**config.mk**
```make
export PLATFORM = sky130hd
export DESIGN_NAME = cim_irq_status
export DESIGN_NICKNAME = d
export VERILOG_FILES = /design/src/rtl/cim_pkg.sv /design/src/rtl/cim_change_det.sv /design/src/rtl/cim_irq_status.sv
export VERILOG_INCLUDE_DIRS = /design/src /design/src/rtl
export SDC_FILE = /design/constraint.sdc
export NUM_CORES = 1
export LEC_CHECK = 0
export BUFFER_PORTS_ARGS = -buffer_cell sky130_fd_sc_hd__buf_2
export CORE_ASPECT_RATIO = 0.6
export CORE_MARGIN = 2
export CORE_UTILIZATION = 48
export CTS_CLUSTER_SIZE = 8
export DETAILED_ROUTE_END_ITERATION = 8
export GPL_TIMING_DRIVEN = 1
export PLACE_DENSITY = 0.8
export SYNTH_ARGS = -nofsm -noshare
export SYNTH_HDL_FRONTEND = slang
export SYNTH_SLANG_ARGS = --single-unit
```
**constraint.sdc**
```tcl
create_clock -name clk -period 1.6 [get_ports clk]
set_input_delay 0.32 -clock clk [delete_from_list [all_inputs] [get_ports clk]]
set_output_delay 0.32 -clock clk [all_outputs]
set_load 0.02 [all_outputs]
```
**src/rtl/cim_map.svh**
```systemverilog
// Register offsets, field positions and reset values of the mask/status block
// Operation
// - Bits 7..1 at sub address 0x05 give thermistor code, read only.
// - Mask bit 7 enables charger state change interrupts; resets to 0.
// - Mask bit 6 enables fault flag change interrupts; resets to 0.
// - Mask bit 5 enables primary, secondary and external power flag interrupts; resets to 0.
// - A write to 0x06 clears the pending request unless an enabled event lands in the same cycle; mask reads back.
`ifndef CIM_MAP_SVH
`define CIM_MAP_SVH
`define CIM_ADDR_THERM 8'h05
`define CIM_ADDR_MASK 8'h06
`define CIM_MASK_RESET 8'h00
`define CIM_BIT_CHG_EN 7
`define CIM_BIT_FLT_EN 6
`define CIM_BIT_PWR_EN 5
`define CIM_BIT_WARN 0
`define CIM_CODE_LSB 1
`define CIM_RDATA_RESET 8'h00
`define CIM_UNMAPPED_DATA 8'h00
`endif

```
**src/rtl/cim_pkg.sv**
```systemverilog
// Types shared by the mask/status block
package cim_pkg;
  typedef logic [7:0] cim_byte_t;
  typedef logic [2:0] cim_chg_state_t;
  typedef logic [3:0] cim_fault_t;
  typedef logic [2:0] cim_power_t;
endpackage

```
**src/rtl/cim_change_det.sv**
```systemverilog
// Change detector: flags any difference from the previous sample
`timescale 1ns/10ps
module cim_change_det #(
  parameter int WIDTH = 3
) (
  // Clock and reset
  input wire logic clk,
  input wire logic resetn,
  input wire logic clkEn,
  // Observed flags
  input wire logic [WIDTH-1:0] flags,
  output logic changed
);
  logic [WIDTH-1:0] last;
  logic primed;
  logic [WIDTH-1:0] next_last;
  logic next_primed;

  always_comb begin
    next_last = flags;
    next_primed = 1'b1;
  end

  always_ff @(posedge clk) begin
    if (!resetn) begin
      last <= '0;
      primed <= 1'b0;
    end else if (clkEn) begin
      last <= next_last;
      primed <= next_primed;
    end
  end

  // First sample after reset only seeds the history
  assign changed = primed && (flags != last);
endmodule

```
**src/rtl/cim_irq_status.sv**
```systemverilog
// Thermistor result register, interrupt mask register and pending request
`timescale 1ns/10ps
`include "cim_map.svh"
module cim_irq_status
  import cim_pkg::*;
(
  // Clock, reset, enable
  input wire logic clk,
  input wire logic resetn,
  input wire logic clkEn,
  // Register port from the serial bus engine
  input wire logic [7:0] regAddr,
  input wire logic regWrite,
  input wire logic regRead,
  input wire logic [7:0] regWdata,
  output logic [7:0] regRdata,
  // Charger monitors
  input wire logic [6:0] thermistorCode,
  input wire logic tempTooHot,
  input wire logic tempTooCold,
  input wire logic [2:0] chargerState,
  input wire logic overvoltageFlag,
  input wire logic badCellFlag,
  input wire logic boostFaultFlag,
  input wire logic thermistorHotFlag,
  input wire logic primaryInputGood,
  input wire logic secondaryInputGood,
  input wire logic extPowerGood,
  // Interrupt request, active high level
  output logic irqPending
);
  cim_byte_t mask;
  cim_byte_t next_mask;
  logic next_pending;
  cim_byte_t next_rdata;
  cim_byte_t thermByte;
  logic chgChanged;
  logic fltChanged;
  logic pwrChanged;
  logic eventAny;
  logic maskWrite;
  logic tempOutOfRangeFlag;
  cim_fault_t faultFlags;
  cim_power_t powerFlags;

  // Shared by the write decode and the read decode
  function automatic logic addrIs(input logic [7:0] addr,
                                  input logic [7:0] target);
    return addr == target;
  endfunction

  ////////////////////////////////////////////////////////////////////////////
  // Monitor inputs
  assign faultFlags = {overvoltageFlag, badCellFlag, boostFaultFlag,
                       thermistorHotFlag};
  assign powerFlags = {primaryInputGood, secondaryInputGood, extPowerGood};
  assign tempOutOfRangeFlag = tempTooHot | tempTooCold;
  assign thermByte = {thermistorCode, tempOutOfRangeFlag};
  assign maskWrite = regWrite && addrIs(regAddr, `CIM_ADDR_MASK);

  ////////////////////////////////////////////////////////////////////////////
  // Change detectors, one per interrupt source group
  // History runs even while a group is masked, so enabling a group
  // later never reports a stale change
  cim_change_det #(
    .WIDTH(3)
  ) uChg (
    .clk(clk),
    .resetn(resetn),
    .clkEn(clkEn),
    .flags(chargerState),
    .changed(chgChanged)
  );

  cim_change_det #(
    .WIDTH(4)
  ) uFlt (
    .clk(clk),
    .resetn(resetn),
    .clkEn(clkEn),
    .flags(faultFlags),
    .changed(fltChanged)
  );

  cim_change_det #(
    .WIDTH(3)
  ) uPwr (
    .clk(clk),
    .resetn(resetn),
    .clkEn(clkEn),
    .flags(powerFlags),
    .changed(pwrChanged)
  );

  ////////////////////////////////////////////////////////////////////////////
  // Mask register
  always_comb begin
    next_mask = mask;
    if (maskWrite) begin
      next_mask = regWdata;
    end
  end

  always_ff @(posedge clk) begin
    if (!resetn) begin
      mask <= `CIM_MASK_RESET;
    end else if (clkEn) begin
      mask <= next_mask;
    end
  end

  ////////////////////////////////////////////////////////////////////////////
  // Pending request
  // The old mask gates events in the write cycle; the new one acts after
  always_comb begin
    eventAny = (mask[`CIM_BIT_CHG_EN] && chgChanged)
            || (mask[`CIM_BIT_FLT_EN] && fltChanged)
            || (mask[`CIM_BIT_PWR_EN] && pwrChanged);
    // A new event in the clearing cycle wins, so nothing is lost
    if (eventAny) begin
      next_pending = 1'b1;
    end else if (maskWrite) begin
      next_pending = 1'b0;
    end else begin
      next_pending = irqPending;
    end
  end

  always_ff @(posedge clk) begin
    if (!resetn) begin
      irqPending <= 1'b0;
    end else if (clkEn) begin
      irqPending <= next_pending;
    end
  end

  ////////////////////////////////////////////////////////////////////////////
  // Read data
  // Held between reads so a slow bus engine may pick it up late
  always_comb begin
    next_rdata = regRdata;
    if (regRead) begin
      if (addrIs(regAddr, `CIM_ADDR_THERM)) begin
        next_rdata = thermByte;
      end else if (addrIs(regAddr, `CIM_ADDR_MASK)) begin
        next_rdata = mask;
      end else begin
        next_rdata = `CIM_UNMAPPED_DATA;
      end
    end
  end

  always_ff @(posedge clk) begin
    if (!resetn) begin
      regRdata <= `CIM_RDATA_RESET;
    end else if (clkEn) begin
      regRdata <= next_rdata;
    end
  end

  ////////////////////////////////////////////////////////////////////////////
  // Checks

  // Reset behaviour
  chk_mask_reset_zero: assert property (@(posedge clk)
    $rose(resetn) |-> mask == `CIM_MASK_RESET)
    else $error("mask not zero after reset");
  chk_reset_clears: assert property (@(posedge clk)
    !resetn |=> !irqPending && regRdata == `CIM_RDATA_RESET
    && mask == `CIM_MASK_RESET)
    else $error("state not cleared by reset");
  chk_seed_quiet: assert property (@(posedge clk)
    $rose(resetn) |-> !chgChanged && !fltChanged && !pwrChanged)
    else $error("false change right after reset");

  // Mask register
  chk_mask_readback: assert property (@(posedge clk)
    disable iff (!resetn) clkEn && maskWrite |=> mask == $past(regWdata))
    else $error("mask not stored");
  chk_mask_other: assert property (@(posedge clk)
    disable iff (!resetn) clkEn && regWrite && regAddr != `CIM_ADDR_MASK
    |=> $stable(mask))
    else $error("mask changed by other write");
  chk_freeze_state: assert property (@(posedge clk)
    disable iff (!resetn) !clkEn |=> $stable(mask) && $stable(irqPending)
    && $stable(regRdata))
    else $error("state moved while enable low");

  // Pending request
  chk_write_clears: assert property (@(posedge clk)
    disable iff (!resetn) clkEn && maskWrite && !eventAny |=> !irqPending)
    else $error("mask write did not clear request");
  chk_set_wins: assert property (@(posedge clk)
    disable iff (!resetn) clkEn && maskWrite && eventAny |=> irqPending)
    else $error("event lost in clearing cycle");
  chk_pending_holds: assert property (@(posedge clk)
    disable iff (!resetn) clkEn && irqPending && !maskWrite |=> irqPending)
    else $error("request dropped without write");
  chk_chg_raises: assert property (@(posedge clk)
    disable iff (!resetn) clkEn && mask[`CIM_BIT_CHG_EN] && chgChanged
    |=> irqPending)
    else $error("charger change missed");
  chk_flt_raises: assert property (@(posedge clk)
    disable iff (!resetn) clkEn && mask[`CIM_BIT_FLT_EN] && fltChanged
    |=> irqPending)
    else $error("fault change missed");
  chk_pwr_raises: assert property (@(posedge clk)
    disable iff (!resetn) clkEn && mask[`CIM_BIT_PWR_EN] && pwrChanged
    |=> irqPending)
    else $error("power change missed");
  chk_no_spurious: assert property (@(posedge clk)
    disable iff (!resetn) clkEn && !irqPending && !eventAny |=> !irqPending)
    else $error("request rose without event");
  chk_masked_quiet: assert property (@(posedge clk)
    disable iff (!resetn) clkEn && !irqPending && !mask[`CIM_BIT_CHG_EN]
    && !mask[`CIM_BIT_FLT_EN] && !mask[`CIM_BIT_PWR_EN] |=> !irqPending)
    else $error("request rose with all groups masked");

  // Read data
  chk_therm_read: assert property (@(posedge clk)
    disable iff (!resetn) clkEn && regRead && regAddr == `CIM_ADDR_THERM
    |=> regRdata[7:`CIM_CODE_LSB] == $past(thermistorCode))
    else $error("thermistor code read wrong");
  chk_warn_bit: assert property (@(posedge clk)
    disable iff (!resetn) clkEn && regRead && regAddr == `CIM_ADDR_THERM
    |=> regRdata[`CIM_BIT_WARN] == $past(tempTooHot | tempTooCold))
    else $error("range warning read wrong");
  chk_mask_read: assert property (@(posedge clk)
    disable iff (!resetn) clkEn && regRead && regAddr == `CIM_ADDR_MASK
    |=> regRdata == $past(mask))
    else $error("mask read back wrong");
  chk_unmapped_zero: assert property (@(posedge clk)
    disable iff (!resetn) clkEn && regRead && regAddr != `CIM_ADDR_THERM
    && regAddr != `CIM_ADDR_MASK |=> regRdata == `CIM_UNMAPPED_DATA)
    else $error("unmapped read not zero");
  chk_rdata_holds: assert property (@(posedge clk)
    disable iff (!resetn) clkEn && !regRead |=> $stable(regRdata))
    else $error("read data moved without read");
endmodule

```
* Yosys cells after proc, flatten, opt, wreduce, memory -nomap -nowiden
Index checks and enable logic that the tools add are counted.
** Word-level totals
- Word-level logic and storage cells :: 30
- Input bits :: 40
- Register bits after elaboration :: 28
- Output and inout port bits :: 9
** Operators by class
- Eq/ne operators :: 5
- Muxes and demuxes :: 4
- Reduce and logical (&&, ||, !) cells :: 13
- Bitwise logic cells :: 1
** Operator list (number)
- equality test 8 x 3 -> 1 bit, second input constant :: 2
- two-way mux 8 bit :: 2
- logical AND 1 bit :: 7
- inequality test 3 bit :: 2
- AND reduction 2 bit :: 3
- inequality test 4 bit :: 1
- logical OR 1 bit :: 2
- two-way mux 1 bit :: 2
- nonzero test 2 bit :: 1
- OR 1 bit :: 1

* Logic depth before layout (Yosys ltp)
- Depth after elaboration :: 7
- Gate-level depth with buffers :: 6

* Modules after synthesis
From an unflattened synthesis, not the netlist that was laid out.
** Second synthesis, totals
- Cell total of the unflattened synthesis :: 125
- Area total of the unflattened synthesis :: 1311.3 µm²
** Modules (own cells, without submodules)
- cim_irq_status :: instances 1, cells an instance 75, sequential area each 340.3 µm², area an instance 744.5 µm²
- cim_change_det (uChg ...) :: instances 2, cells an instance 15, sequential area each 80.1 µm², area an instance 171.4 µm²
- cim_change_det (uFlt) :: instances 1, cells an instance 20, sequential area each 100.1 µm², area an instance 224.0 µm²

* Worst setup path before layout
Ideal clock, no wire load.
- Kind :: input port to flip-flop
- From :: input port clkEn
- To :: register mask[0]
- Stages on the path :: 6
- Library setup time :: 0.116 ns
- Path slack :: 0.292 ns
- Arrival time :: 1.192 ns
- Cell sequence :: buf_2 -> and4b_1 -> and4b_1 -> buf_6 -> mux2i_1 -> nor2b_1
** On the way
- Word-level cells in the longest chain between the ends :: 1
** RTL lines
- from (decl) :: RTL line cim_irq_status.sv:10 : input wire logic clkEn,
- AND reduction 2 bit (no line)
- to (signal assigned) :: RTL line cim_irq_status.sv:106 : mask <= `CIM_MASK_RESET;
- to (signal assigned) :: RTL line cim_irq_status.sv:108 : mask <= next_mask;
- to (decl) :: RTL line cim_irq_status.sv:32 : cim_byte_t mask;
No other way between the ends.
A chain may end at the register's enable or synchronous reset.

* Worst setup path after layout
- From :: register uFlt.last[2]
- To :: register irqPending
** On the way
- Word-level cells in the longest chain between the ends :: 7
** RTL lines
- from (decl) :: RTL line cim_change_det.sv:14 : logic [WIDTH-1:0] last;
- from (signal assigned) :: RTL line cim_change_det.sv:29 : last <= next_last;
- inequality test 4 bit (*) :: RTL line cim_change_det.sv:35 : assign changed = primed && (flags != last);
- logical AND 1 bit (*) :: RTL line cim_change_det.sv:35
- logical AND 1 bit (*) :: RTL line cim_irq_status.sv:117 : || (mask[`CIM_BIT_FLT_EN] && fltChanged)
- logical OR 1 bit (*) (2 in a row) :: RTL line cim_irq_status.sv:116 : eventAny = (mask[`CIM_BIT_CHG_EN] && chgChanged)
- nonzero test 2 bit (no line)
- AND reduction 2 bit (no line)
- to (signal assigned) :: RTL line cim_irq_status.sv:133 : irqPending <= next_pending;
- to (decl) :: RTL line cim_irq_status.sv:30 : output logic irqPending
Mark *: on every way between the ends. The rest lies on a longest branch, timed or not.

==> summary.txt <==
Power
  – VDD IR max: 0.591 mV
  – PwrDens: 801 mW/mm^2
  – Static leakage: between 0.7 and 0.8 nW
  – Pwr Total: 0.00132 W

Clocking
  – H-tree depth: 1
  – CTS tree: built
  – Root buf cell: clkbuf_8
  – CTS Buffer Depth: 2
  – Clk_lat worst skew: 0.28 ns
  – Sink Count: 28
  – Inserted Clock Buffers: 3
  – Post-cts sizing count: 0
  – Hold buffer count at cts: 0
  – Clk pin slew, worst setup/hold paths: 0.09 ns
  – Setup Fix Bufs, Post-CTS: 0

Setup path
  – CP max stage cell: o41ai_1
  – Crit-path leading delay family: compound AO/OA/AOI/OAI gates
  – RR Endpoint: irqPending
  – R2R Path Start: uFlt.last[2]
  – CP Buf/Inv Count: 0
  – Startpoint types: flip-flop
  – Worst-path cell chain: xor2_1 > o41ai_1 > a31oi_1 > o21a_1
  – Cells on worst reg2reg path: 4
  – Crit. Startpoint: uFlt.last[2]
  – Worst Setup EP: irqPending
  – Stages on worst setup path: 4
  – Crit path kind: reg -> reg
  – FF-to-FF setup slack: roughly 0.26 ns
  – Critical Path Fanout Max: 2
  – CP arrival: 1.52 ns
  – Worst Path Required: 1.78 ns
  – Endpoint class of the critical path: flip-flop
  – CP max stage delay: 0.43 ns

Yosys
  – Post-synthesis sequential element count: 28
  – Post-synth top area share: around 43%
  – Register area share after synthesis: 42.7%
  – Syn. warnings: 0
  – Post-Syn Area per Cell: 10.1 um^2
  – Synth Area in Adders: 0%
  – Compound-Gate Fraction of Synth Area: 13.1%
  – Synth unique cells: 21
  – Largest area contributor in the netlist: dfxtp_1
  – Combinational family with the most area after synthesis: simple AND/OR/NAND/NOR gates
  – XOR/XNOR Fraction of Synth Area: about 6.7%
  – Multiplexer share of the synthesized area: a little over an eighth
  – Cell Area, Synth: 0.00131 mm^2
  – Post-synthesis cell count: 130
  – Top post-synthesis cells by area: dfxtp_1, mux2i_1, nor2b_1, xor2_1, o31ai_1
  – Syn Nets: 170
  – Synth Area in Simple Gates: 20.5%

Routing
  – Initial DRC count: 63
  – DR DRC count: 0
  – Vias per inst: a little over 5
  – Routed wl met3: 163 um
  – WL per Instance: 13.9 um
  – Top sig layer: met4
  – Met2 WL: 1310 um
  – Routed via count: 1068
  – Metal-1 WL: 1390 um
  – Wirelength, routed: 2910 um
  – 1st-pass router iterations: 4
  – Post-route ant nets: 0

STA
  – Setup ws final: 0.262 ns
  – Max Clock Freq: 0.748 GHz
  – Setup violators final: 0
  – RSZ-0062 raised after global routing: no
  – Final hold violation count: 0
  – Max_slew headroom: 67.9%
  – Final Skew: about 0.0011 ns
  – Period utilization: approximately 84%
  – Sum of negative setup slack: 0 ns
  – Worst Max-Slew Pin Slew: 0.481 ns
  – Min Tclk post-route: 1.34 ns
  – Max-slew violations: 0

Global routing
  – First-pass GRT wire length: between 4000 and 5000 um
  – GRT Util Overall: 20.6%
  – Vias in the first global route: 1057
  – Total grt overflow: 0
  – Initial antenna violation count: 0
  – Pin count of the biggest net entering global routing: 29

Final layout
  – Final #Nets: 219
  – Final Instance Area: around 0.0016 mm^2
  – Ant. Diodes: 0
  – Fillers: 206
  – Core Util, Final: 64.4%
  – Most frequent cells in the layout: buf_2, dfxtp_1, nor2b_1
  – Most common cell after layout, fill and taps aside: buf_2
  – Area grow syn2layout: 25.6%
  – Share of cells above drive strength 1: 32.6%

Placed design
  – IO Port Bufs: 48
  – Dpl ws: roughly 0.055 ns
  – Post-DP HPWL: roughly 2300 um
  – Gp weighted congestion: roughly 0.76
  – Post-DP Area: 0.00159 mm^2

Status
  – Status: complete, no violations

Die
  – Io pins: 49
  – Row count: 14
  – Die width: between 70 and 80 um
  – CORE AREA: 0.00256 mm^2
  – Die Y: 44.5 um
  – Die area: 0.00318 mm^2
  – Initial Util: 51.3%

Hold path
  – Hold depth: 3
  – Hold Path Class: in -> reg

Run
  – Max-cap viol count: 0
## through the flow
stage                     hold slack, ns  instances
after floorplan                    0.428        130
after global placement             0.435        206
after detailed placement           0.461        206
after CTS                          0.299        210
after global routing               0.308        210
final                              0.297        210
## kinds of logic (layout without fill, tap and decap cells)
logic type                Yosys count  in the layout
and+or+nand+nor                    43             43
DFF                                28             28
muxes                              18             18
buffers and inverters               8             56
AOI/OAI and AO/OA                  23             23
xor gates and xnor gates           10             10
## synthesized netlist by cell type (all sizes together)
master and instances:
dfxtp 28, nor2b 21, mux2i 18, nand2 11, xor2 10, o31ai 9, a22oi 7, and2 7
buf 4, clkbuf 4, and4b 2, o21a 2, a211o 1, a21boi 1, a31oi 1, nand3b 1
nor4 1, o21ai 1, o41ai 1
## worst min-delay path, delay by kind of cell
kind          cells  cell delay (ns)
simple gates      1             0.09
buf+inv           1             0.07
mux               1             0.06
## cell type report
| class | count | area, um^2 | share of cell area, % |
|---|---|---|---|
| Clock buffer | 4 | 55.1 | 3.34 |
| Multi-Input combinational cell | 94 | 708 | 43.0 |
| Sequential cell | 28 | 561 | 34.0 |
| Tap cell | 32 | 40.0 | 2.43 |
| Timing Repair Buffer | 52 | 283 | 17.2 |
## worst min-delay path by stage
stage,startpoint,end
global route,regWdata[6],mask[6]
global placement,uChg.primed,uChg.primed
finish,regWdata[4],mask[4]
detailed placement,regRdata[0],regRdata[0]
floorplan,uChg.primed,uChg.primed
CTS,regWdata[4],mask[4]
## state kept, by name, summed over array words and instances (netlist names)
name and cells:
uChg.last 3, mask 8, regRdata 8, uPwr.last 3, irqPending 1, uChg.primed 1, uFlt.last 4
## where the power goes
group	internal [W]	switching [W]
Sequential	0.000713	0.0000109
Clock	0.000221	0.000220
Combinational	0.0000800	0.0000739
## routing by layer
layer,global-route usage (%),vias up
met5,0,-
met4,9.43,0
met3,6.61,6
met2,32.6,27
met1,26.1,487
li1,-,548
No activity file was read; power rests on OpenSTA's default activity.
